File: src/core/dss_defs.vh
// constants for the dual card serial control block
//
// Contract
// - each serial transfer carries exactly eight bits; other lengths are dropped
// - serial port is write only; nothing is ever driven back
// - first three bits are register address, last five are data
// - address 0: reset source select in 1:0, forced value in 3:2, reset zero
// - lower bit of each field is channel one, upper bit channel two
// - powered channel: select 0 follows host reset, 1 follows forced value
// - forced reset value acts only when powered and source select is 1
// - address 1: phase bits 3:2, polarity bits 1:0, reset polarity 11 phase 00
// - powered channel: pair 01 passes host clock, 11 stops high, 00 low
// - address 2: force low bits 3:2, data path enable 1:0, reset zero
// - powered channel: path enable 0 isolates card and host data lines, both left undriven
// - powered channel: path enable 1 with force low 0 joins card and host data lines both ways
// - powered and enabled, force low 1 holds card data at 0
// - power enable 0 drives all card signals 0; 1 turns supply on (card_volt_sel still follows voltage select while power enable is 0)
// - address 3: voltage select 1:0 (0 low, 1 high), power enable 3:2
`ifndef DSS_DEFS_VH
`define DSS_DEFS_VH
`define DSS_WORD_BITS 8
`define DSS_ADDR_RESET 3'h0
`define DSS_ADDR_CLOCK 3'h1
`define DSS_ADDR_DATA 3'h2
`define DSS_ADDR_POWER 3'h3
`define DSS_RST_RESET 4'h0
`define DSS_CLK_RESET 4'h3
`define DSS_DAT_RESET 4'h0
`define DSS_PWR_RESET 4'h0
`define DSS_LO_FIELD 1:0
`define DSS_HI_FIELD 3:2
`define DSS_GUARD_CYCLES 2'h3
`define DSS_OWN_IDLE 2'h0
`define DSS_OWN_HOST 2'h1
`define DSS_OWN_CARD 2'h2
`define DSS_OWN_GUARD 2'h3
`endif

File: src/core/dss_top.v
// serial control receiver, register set and per channel card signal logic
`timescale 1ns/1ps
`include "dss_defs.vh"
module dss_top
(
    input wire clk_sys,
    input wire rst_n,
    input wire ser_clk_in,
    input wire ser_data_in,
    input wire ser_sel_n,
    input wire host_reset_in,
    input wire host_clock_in,
    input wire [1:0] host_data_in,
    output reg [1:0] host_data_out,
    output reg [1:0] host_data_oe,
    input wire [1:0] card_data_in,
    output reg [1:0] card_data_out,
    output reg [1:0] card_data_oe,
    output reg [1:0] card_reset_out,
    output reg [1:0] card_clock_out,
    output reg [1:0] card_power_en,
    output reg [1:0] card_volt_sel
);
    // two stage synchronisers; stage one feeds stage two only
    reg [4:0] meta_q;
    reg [4:0] sync_q;
    reg [1:0] hd_meta_q;
    reg [1:0] hd_sync_q;
    reg [1:0] cd_meta_q;
    reg [1:0] cd_sync_q;
    reg sck_prev_q;
    reg sel_prev_q;
    reg [7:0] shift_q;
    reg [3:0] cnt_q;
    reg [3:0] rst_ctl_q;
    reg [3:0] clk_ctl_q;
    reg [3:0] dat_ctl_q;
    reg [3:0] pwr_ctl_q;
    wire s_clk;
    wire s_data;
    wire s_sel_n;
    wire s_hrst;
    wire s_hclk;
    wire sck_rise;
    wire sel_rise;
    wire [1:0] reset_src_sel;
    wire [1:0] reset_force_val;
    wire [1:0] clk_phase_bit;
    wire [1:0] clk_polarity_bit;
    wire [1:0] data_path_en;
    wire [1:0] data_force_low;
    wire [1:0] pwr_en;
    wire [1:0] volt_sel;

    assign s_clk = sync_q[0];
    assign s_data = sync_q[1];
    assign s_sel_n = sync_q[2];
    assign s_hrst = sync_q[3];
    assign s_hclk = sync_q[4];
    assign sck_rise = s_clk & ~sck_prev_q;
    assign sel_rise = s_sel_n & ~sel_prev_q;

    always @(posedge clk_sys)
    begin
        if (!rst_n)
        begin
            meta_q <= 5'h1c;
            sync_q <= 5'h1c;
            hd_meta_q <= 2'h3;
            hd_sync_q <= 2'h3;
            cd_meta_q <= 2'h3;
            cd_sync_q <= 2'h3;
            sck_prev_q <= 1'b0;
            sel_prev_q <= 1'b1;
        end
        else
        begin
            meta_q <= {host_clock_in, host_reset_in, ser_sel_n, ser_data_in, ser_clk_in};
            sync_q <= meta_q;
            hd_meta_q <= host_data_in;
            hd_sync_q <= hd_meta_q;
            cd_meta_q <= card_data_in;
            cd_sync_q <= cd_meta_q;
            sck_prev_q <= s_clk;
            sel_prev_q <= s_sel_n;
        end
    end

    // bit counter saturates at nine so an over-long word is never taken
    always @(posedge clk_sys)
    begin
        if (!rst_n)
        begin
            shift_q <= 8'h00;
            cnt_q <= 4'h0;
        end
        else if (s_sel_n)
        begin
            cnt_q <= 4'h0;
        end
        else if (sck_rise)
        begin
            shift_q <= {shift_q[6:0], s_data};
            if (cnt_q != 4'h9)
            begin
                cnt_q <= cnt_q + 4'h1;
            end
        end
    end

    // write only: registers are never presented back on a pin
    always @(posedge clk_sys)
    begin
        if (!rst_n)
        begin
            rst_ctl_q <= `DSS_RST_RESET;
            clk_ctl_q <= `DSS_CLK_RESET;
            dat_ctl_q <= `DSS_DAT_RESET;
            pwr_ctl_q <= `DSS_PWR_RESET;
        end
        else if (sel_rise && cnt_q == `DSS_WORD_BITS)
        begin
            // address in 7:5, data bit four dropped
            case (shift_q[7:5])
                `DSS_ADDR_RESET: rst_ctl_q <= shift_q[3:0];
                `DSS_ADDR_CLOCK: clk_ctl_q <= shift_q[3:0];
                `DSS_ADDR_DATA: dat_ctl_q <= shift_q[3:0];
                `DSS_ADDR_POWER: pwr_ctl_q <= shift_q[3:0];
                default: pwr_ctl_q <= pwr_ctl_q;
            endcase
        end
    end

    assign reset_src_sel = rst_ctl_q[`DSS_LO_FIELD];
    assign reset_force_val = rst_ctl_q[`DSS_HI_FIELD];
    assign clk_polarity_bit = clk_ctl_q[`DSS_LO_FIELD];
    assign clk_phase_bit = clk_ctl_q[`DSS_HI_FIELD];
    assign data_path_en = dat_ctl_q[`DSS_LO_FIELD];
    assign data_force_low = dat_ctl_q[`DSS_HI_FIELD];
    assign volt_sel = pwr_ctl_q[`DSS_LO_FIELD];
    assign pwr_en = pwr_ctl_q[`DSS_HI_FIELD];

    genvar ch;
    generate
        for (ch = 0; ch < 2; ch = ch + 1)
        begin : g_ch
            reg [1:0] own_q;
            reg [1:0] guard_q;
            // clock passes through the synchroniser, so it lags by about three cycles
            always @(posedge clk_sys)
            begin
                if (!rst_n)
                begin
                    card_reset_out[ch] <= 1'b0;
                    card_clock_out[ch] <= 1'b0;
                    card_power_en[ch] <= 1'b0;
                    card_volt_sel[ch] <= 1'b0;
                end
                else
                begin
                    card_power_en[ch] <= pwr_en[ch];
                    card_volt_sel[ch] <= volt_sel[ch];
                    if (!pwr_en[ch])
                    begin
                        card_reset_out[ch] <= 1'b0;
                        card_clock_out[ch] <= 1'b0;
                    end
                    else
                    begin
                        card_reset_out[ch] <= reset_src_sel[ch] ?
                            reset_force_val[ch] : s_hrst;
                        // the forbidden pair 10 is parked low
                        case ({clk_phase_bit[ch], clk_polarity_bit[ch]})
                            2'h1: card_clock_out[ch] <= s_hclk;
                            2'h3: card_clock_out[ch] <= 1'b1;
                            default: card_clock_out[ch] <= 1'b0;
                        endcase
                    end
                end
            end

            // one side owns the link at a time; the guard hides our own released low
            always @(posedge clk_sys)
            begin
                if (!rst_n)
                begin
                    own_q <= `DSS_OWN_IDLE;
                    guard_q <= 2'h0;
                end
                else if (!pwr_en[ch] || !data_path_en[ch] || data_force_low[ch])
                begin
                    own_q <= `DSS_OWN_IDLE;
                    guard_q <= 2'h0;
                end
                else
                begin
                    case (own_q)
                        `DSS_OWN_IDLE:
                        begin
                            if (!hd_sync_q[ch])
                            begin
                                own_q <= `DSS_OWN_HOST;
                            end
                            else if (!cd_sync_q[ch])
                            begin
                                own_q <= `DSS_OWN_CARD;
                            end
                        end
                        `DSS_OWN_HOST:
                        begin
                            if (hd_sync_q[ch])
                            begin
                                own_q <= `DSS_OWN_GUARD;
                                guard_q <= `DSS_GUARD_CYCLES;
                            end
                        end
                        `DSS_OWN_CARD:
                        begin
                            if (cd_sync_q[ch])
                            begin
                                own_q <= `DSS_OWN_GUARD;
                                guard_q <= `DSS_GUARD_CYCLES;
                            end
                        end
                        `DSS_OWN_GUARD:
                        begin
                            if (guard_q == 2'h0)
                            begin
                                own_q <= `DSS_OWN_IDLE;
                            end
                            else
                            begin
                                guard_q <= guard_q - 2'h1;
                            end
                        end
                        default: own_q <= `DSS_OWN_IDLE;
                    endcase
                end
            end

            // open drain style: out is always 0, only the enables move
            always @(posedge clk_sys)
            begin
                if (!rst_n)
                begin
                    card_data_out[ch] <= 1'b0;
                    card_data_oe[ch] <= 1'b1;
                    host_data_out[ch] <= 1'b0;
                    host_data_oe[ch] <= 1'b0;
                end
                else
                begin
                    card_data_out[ch] <= 1'b0;
                    host_data_out[ch] <= 1'b0;
                    if (!pwr_en[ch])
                    begin
                        card_data_oe[ch] <= 1'b1;
                        host_data_oe[ch] <= 1'b0;
                    end
                    else if (!data_path_en[ch])
                    begin
                        card_data_oe[ch] <= 1'b0;
                        host_data_oe[ch] <= 1'b0;
                    end
                    else if (data_force_low[ch])
                    begin
                        card_data_oe[ch] <= 1'b1;
                        host_data_oe[ch] <= 1'b0;
                    end
                    else
                    begin
                        card_data_oe[ch] <= own_q == `DSS_OWN_HOST && !hd_sync_q[ch];
                        host_data_oe[ch] <= own_q == `DSS_OWN_CARD && !cd_sync_q[ch];
                    end
                end
            end
        end
    endgenerate
endmodule // dss_top

File: config.mk
export PLATFORM = sky130hd
export DESIGN_NAME = dss_top
export DESIGN_NICKNAME = d
export VERILOG_FILES = /design/src/core/dss_top.v
export VERILOG_INCLUDE_DIRS = /design/src /design/src/core
export SDC_FILE = /design/constraint.sdc
export NUM_CORES = 1
export LEC_CHECK = 0
export ABC_AREA = 1
export BUFFER_PORTS_ARGS = -buffer_cell sky130_fd_sc_hd__buf_2
export CORE_MARGIN = 5
export CORE_UTILIZATION = 53
export DETAILED_ROUTE_END_ITERATION = 7
export PLACE_DENSITY = 0.73
export SLEW_MARGIN = 20
export SYNTH_ARGS = -nofsm -noshare
export SYNTH_HDL_FRONTEND = slang
export SYNTH_SLANG_ARGS = --single-unit
File: constraint.sdc
create_clock -name clk_sys -period 1.5 [get_ports clk_sys]
set_input_delay 0.45 -clock clk_sys [delete_from_list [all_inputs] [get_ports clk_sys]]
set_output_delay 0.45 -clock clk_sys [all_outputs]
set_load 0.02 [all_outputs]
Word level (Yosys, flattened, before mapping):

Cells that the tools add are included.

* add/sub/neg operators: 3
* eq/ne operators: 25
* muxes and demuxes: 24
* bitwise logic cells: 10
* reductions and logical operators: 41

Operators by type and width (number)
* $mux W2: 12
* $ne A2 B2 Y1 const B: 8
* $pmux W2 S4: 2
* $reduce_and A2 Y1: 8
* $reduce_and A4 Y1: 4
* $eq A2 B2 Y1 const B: 6
* $pmux W2 S3: 2
* $eq A2 B1 Y1 const B: 4
* $logic_not A1 Y1: 8
* $logic_not A2 Y1: 4
* $not A1 Y1: 8
* $reduce_or A4 Y1: 2
* $eq A3 B2 Y1 const B: 2
* $mux W1: 6
* $ne A3 B3 Y1 const B: 2
* $reduce_bool A3 Y1: 2
* $reduce_or A2 Y1: 3
* $logic_and A1 B1 Y1: 5
* $add A4 B1 Y4 const B: 1
* $eq A4 B4 Y1 const B: 1
* $logic_or A1 B1 Y1: 4
* $ne A4 B4 Y1 const B: 1
* $pmux W1 S2: 2
* $sub A2 B1 Y2 const B: 2
* 3 further kinds: 4

* flip-flop bits (word level): 68
* bits of input ports: 11
* logic and storage cells: 133

Depth between registers and ports, before layout:

* word-level depth: 4
* mapped depth: 9
* depth with buffers taken out: 9

Least setup slack after synthesis:

Ideal clock, no wire load.

* kind: register to register
* from: register cnt_q[0]
* to: register rst_ctl_q[2]
* data arrival time: 1.109 ns
* data required time: 1.385 ns
* path slack: 0.276 ns
* stages on the path, launching flop included: 9
* buffers on the path: 1
* period minus slack after synthesis: 1.224 ns
* cells stage by stage: dfxtp_1 -> inv_1 -> ha_1 -> nand3_1 -> nor2_1 -> buf_2 -> nand3_1 -> nand2_1 -> nor2_1

* word-level cells in the longest chain between the ends: 3

Ends and longest elaborated chain
* start, declared: RTL line dss_top.v:34 `reg [3:0] cnt_q;`
* start signal, assigned: RTL line dss_top.v:106 `cnt_q <= cnt_q + 4'h1;`
* $eq A4 B4 Y1 (no source line)
* $logic_and A1 B1 Y1 (no source line)
* $reduce_and A2 Y1 (no source line)
* end signal, assigned: RTL line dss_top.v:116 `` rst_ctl_q <= `DSS_RST_RESET; ``
* end signal, assigned: RTL line dss_top.v:125 `` `DSS_ADDR_RESET: rst_ctl_q <= shift_q[3:0]; ``
* end, declared: RTL line dss_top.v:35 `reg [3:0] rst_ctl_q;`

No other way between the ends.
A chain may end at the register's enable or synchronous reset.

Final worst setup path:

* from: register cnt_q[0]
* to: register pwr_ctl_q[2]

* word-level cells in the longest chain between the ends: 3

Ends and longest elaborated chain
* $eq A4 B4 Y1 (no source line)
* $logic_and A1 B1 Y1 (no source line)
* $reduce_and A2 Y1 (no source line)
* end signal, assigned: RTL line dss_top.v:119 `` pwr_ctl_q <= `DSS_PWR_RESET; ``
* end signal, assigned: RTL line dss_top.v:128 `` `DSS_ADDR_POWER: pwr_ctl_q <= shift_q[3:0]; ``
* end signal, assigned: RTL line dss_top.v:129 `default: pwr_ctl_q <= pwr_ctl_q;`
* end, declared: RTL line dss_top.v:38 `reg [3:0] pwr_ctl_q;`

No other way between the ends.

==> flow_metrics.tcl <==
set metrics [dict create \
    status "completed" \
    mostFrequentLayoutCell "sky130_fd_sc_hd__nand2_1" \
    ios 27 \
    path_cells "inv_1 > ha_1 > nand3_1 > nor2_2 > buf_12 > nand3_1 > nand2_1 > nor2_1" \
    globalplace.congestion 0.838 \
    core_area_mm2 0.00511 \
    final_hold_viol_count 0 \
    cts_made_buffers 9 \
    grt_setup_unrepaired "false" \
    synth_seq_area_share_pct 48.8 \
    synth_seq_cells 68 \
    path_class "flop to flop" \
    clkLatencyLatePin_ps 350 \
    worstReg2RegStart "cnt_q[0]$_SDFFE_PP0P_" \
    layout_worst_path_cycle_share_pct 88.8 \
    clock_skew_ps 6.15 \
    final_nets 409 \
    synth_top_cell_area_share_pct 48.8 \
    top_usage_layer "met2" \
    layout.cells.most_common_list "sky130_fd_sc_hd__nand2_1 (70), sky130_fd_sc_hd__dfxtp_1 (66), sky130_fd_sc_hd__inv_1 (44), sky130_fd_sc_hd__nor2_1 (38)" \
    gr-total-overflow 0 \
    cp-start-kind "flop" \
    maxCapViolCount 0 \
    dp_slack_ps 99.0 \
    timing.setup.tns_ps 0 \
    place_area_mm2 0.00297 \
    peakVddDrop_mv 0.659 \
    netlist.top_cell.by_area "sky130_fd_sc_hd__dfxtp_1" \
    critPathMaxStageDelay_ps 340 \
    antenna_violations_before_repair 0 \
    post_drt_wl_per_cell_um 10.9 \
    first_pass_grt_wire_length_mm 8.78 \
    design.die.area_mm2 0.00682 \
    route.vias.total 2210 \
    h-tree-depth 3 \
    ant_nets 0 \
    synth_cell_types 24 \
    clk_root_buffer_cell "sky130_fd_sc_hd__clkbuf_8" \
    dpl.hpwl_mm 3.54 \
    floorplan.die.height_um 82.6 \
    vias_per_cell 4.84 \
    setup.worst_path.end_class "flop" \
    met3_routing_resource_usage_after_global_routing_pct 5.31 \
    fmax_mhz 751 \
    track_usage_pct 17.2 \
    clock_sinks 68 \
    cts_hold_buffers 0 \
    cts.path.max_buffers 2 \
    timing_max_transition_violations_final 0 \
    synth-simple-area-share_pct 26.2 \
    place.port_buffers 22 \
    reg2reg_to "pwr_ctl_q[2]$_SDFFE_PN0P_" \
    drive_gt1_share_pct 15.5 \
    adder_and_majority_gate_portion_of_the_synthesized_area_pct 6.73 \
    power.static_leakage_nw 1.47 \
    total_power_mw 3.53 \
    post_synth_xor_area_fraction_pct 0.314 \
    clk_pin_slew_ps 70 \
    hold_path_startpoint "host_data_in[1]" \
    tightest_slew_ps 548 \
    worst_hold_path.endpoint "hd_meta_q[1]$_SDFF_PN1_" \
    number_of_global_route_vias_before_repair 2070 \
    internal_reg_to_reg_setup_slack_ps 170 \
    synth.cell_area_mm2 0.00279 \
    postSynthCellCount 356 \
    fraction_of_met2_tracks_used_by_global_routing_pct 29.0 \
    initial_core_util_pct 54.6 \
    hold_class "primary input to flop" \
    yosys-top-cells-area "sky130_fd_sc_hd__dfxtp_1 (49%), sky130_fd_sc_hd__nand2_1 (9.4%), sky130_fd_sc_hd__ha_1 (6.7%), sky130_fd_sc_hd__inv_1 (5.9%), sky130_fd_sc_hd__nor2_1 (5.2%)" \
    area.growth.synth_to_final_pct 13.9 \
    synth.mux.area_fraction_pct 0 \
    synth-compound-area-share_pct 8.79 \
    power_per_cell_area_mw_per_mm2 1110 \
    route.detailed.drc 0 \
    timing.critical_path.mode_cell "sky130_fd_sc_hd__nand3_1" \
    n_antenna_cell 0 \
    syn_area_per_cell_um2 7.84 \
    ff2ff_path_depth 8 \
    tritoncts "done" \
    routed_wire_length_mm 4.97 \
    placement_rows 26 \
    grt_use_met1_pct 19.1 \
    initialDrtViolationCount 97 \
    die_w_um 82.6 \
    setup_viol_count_final 0 \
    drt-pass1-iter-count 4 \
    timing.final.crit_period_ps 1330 \
    largest_net_degree_at_the_start_of_global_routing 30 \
    setup_slack_ps 168 \
    yosysWarningCount 0 \
    synth_top_family_by_area "simple AND/OR/NAND/NOR gates" \
    finished_layout_cell_area_mm2 0.00318 \
    crit_path_top_delay_cell "sky130_fd_sc_hd__dfxtp_1" \
    relSlewSlack_pct 63.2 \
    hold_depth 2 \
    worstPathRequired_ps 1740 \
    critical_path_arrival_ps 1570 \
    worst-path-max-fanout 29 \
]
## final cells by class
| type | count | area [um2] |
|---|---|---|
| Clock buffer | 10 | 128 |
| Clock inverter | 5 | 77.6 |
| Fill cell | 481 | 1930 |
| Inverter | 49 | 184 |
| Multi-Input combinational cell | 230 | 1190 |
| Sequential cell | 68 | 1360 |
| Tap cell | 70 | 87.6 |
| Timing Repair Buffer | 25 | 145 |
## per-stage QoR
stage	hold WS, ps	util, %	instances
CTS	262	62.1	457
detailed placement	402	58.1	442
finish	277	62.2	457
global placement	387	58.1	442
global route	266	62.2	457
floorplan	386	-	359
## how the worst max path moves through the flow
stage | from | end | cells past startpoint
2_1_floorplan | cnt_q[0]$_SDFFE_PP0P_ | rst_ctl_q[2]$_SDFFE_PN0P_ | 8
3_3_place_gp | cnt_q[0]$_SDFFE_PP0P_ | dat_ctl_q[1]$_SDFFE_PN0P_ | 8
3_5_place_dp | cnt_q[0]$_SDFFE_PP0P_ | dat_ctl_q[1]$_SDFFE_PN0P_ | 8
4_1_cts | cnt_q[1]$_SDFFE_PP0P_ | dat_ctl_q[1]$_SDFFE_PN0P_ | 8
5_1_grt | cnt_q[0]$_SDFFE_PP0P_ | rst_ctl_q[3]$_SDFFE_PN0P_ | 8
6_report | cnt_q[0]$_SDFFE_PP0P_ | pwr_ctl_q[2]$_SDFFE_PN0P_ | 8
## cells by family (layout without fill, tap and decap cells)
group	count (synthesis)	count (layout)
fa+ha+maj	15	15
xor+xnor	1	1
flops	68	68
other cells	1	4
buf+inv	61	89
compound gates	49	49
simple gates	161	161
## registers in the layout, summed over array words and instances (netlist names), 2 cells and up
| name | count |
|---|---|
| card_data_oe | 2 |
| dat_ctl_q | 4 |
| host_data_oe | 2 |
| cd_meta_q | 2 |
| hd_sync_q | 2 |
| cnt_q | 4 |
| hd_meta_q | 2 |
| card_volt_sel | 2 |
| meta_q | 5 |
| g_ch.guard_q | 4 |
| card_power_en | 2 |
| g_ch.own_q | 4 |
| card_reset_out | 2 |
| pwr_ctl_q | 4 |
| sync_q | 5 |
| card_clock_out | 2 |
| clk_ctl_q | 4 |
| rst_ctl_q | 4 |
| shift_q | 8 |
| cd_sync_q | 2 |
## cells in the mapped netlist
library cell               count
sky130_fd_sc_hd__nand2_1      70
sky130_fd_sc_hd__dfxtp_1      68
sky130_fd_sc_hd__inv_1        44
sky130_fd_sc_hd__nor2_1       39
sky130_fd_sc_hd__a21oi_1      25
sky130_fd_sc_hd__nand3_1      25
sky130_fd_sc_hd__o21ai_0      22
sky130_fd_sc_hd__ha_1         15
sky130_fd_sc_hd__or2_1         8
sky130_fd_sc_hd__buf_2         6
sky130_fd_sc_hd__or2_2         6
sky130_fd_sc_hd__inv_2         5
sky130_fd_sc_hd__buf_4         4
sky130_fd_sc_hd__nor3_2        3
sky130_fd_sc_hd__clkbuf_1      2
sky130_fd_sc_hd__nand4_1       2
sky130_fd_sc_hd__nor2_4        2
sky130_fd_sc_hd__nor3_1        2
sky130_fd_sc_hd__nor4_1        2
sky130_fd_sc_hd__o21ai_1       2
sky130_fd_sc_hd__conb_1        1
sky130_fd_sc_hd__nor2_2        1
sky130_fd_sc_hd__nor3_4        1
sky130_fd_sc_hd__xor2_1        1
## timing repair
action                                  in CTS  in global routing
gates resized for setup                      0                  4
buffers inserted                             0                  0
endpoints found under the setup margin       0                 16
hold endpoints to repair                     0                  0
## critical path, delay by kind of cell (launching register included)
family	cells	cell delay (ps)
flip-flops	1	340
AND/OR/NAND/NOR	5	470
buffers and inverters	2	280
adder cells (fa/ha/maj)	1	140
## where the power goes
part	leakage, nW	switching (mW)	total (mW)	internal, mW
combinational	0.818	0.0676	0.109	0.0415
sequential	0.553	0.0107	1.84	1.83
clock	0.102	0.661	1.58	0.921
## routing by layer
layer	vias to the layer above	wire, um	part of all wire (%)
met4	0	104	2.1
met5	-	0	0
met2	45	2400	48
met3	9	252	5.1
li1	1165	-	-
met1	991	2220	45
Power figures use the tool's default switching activity.
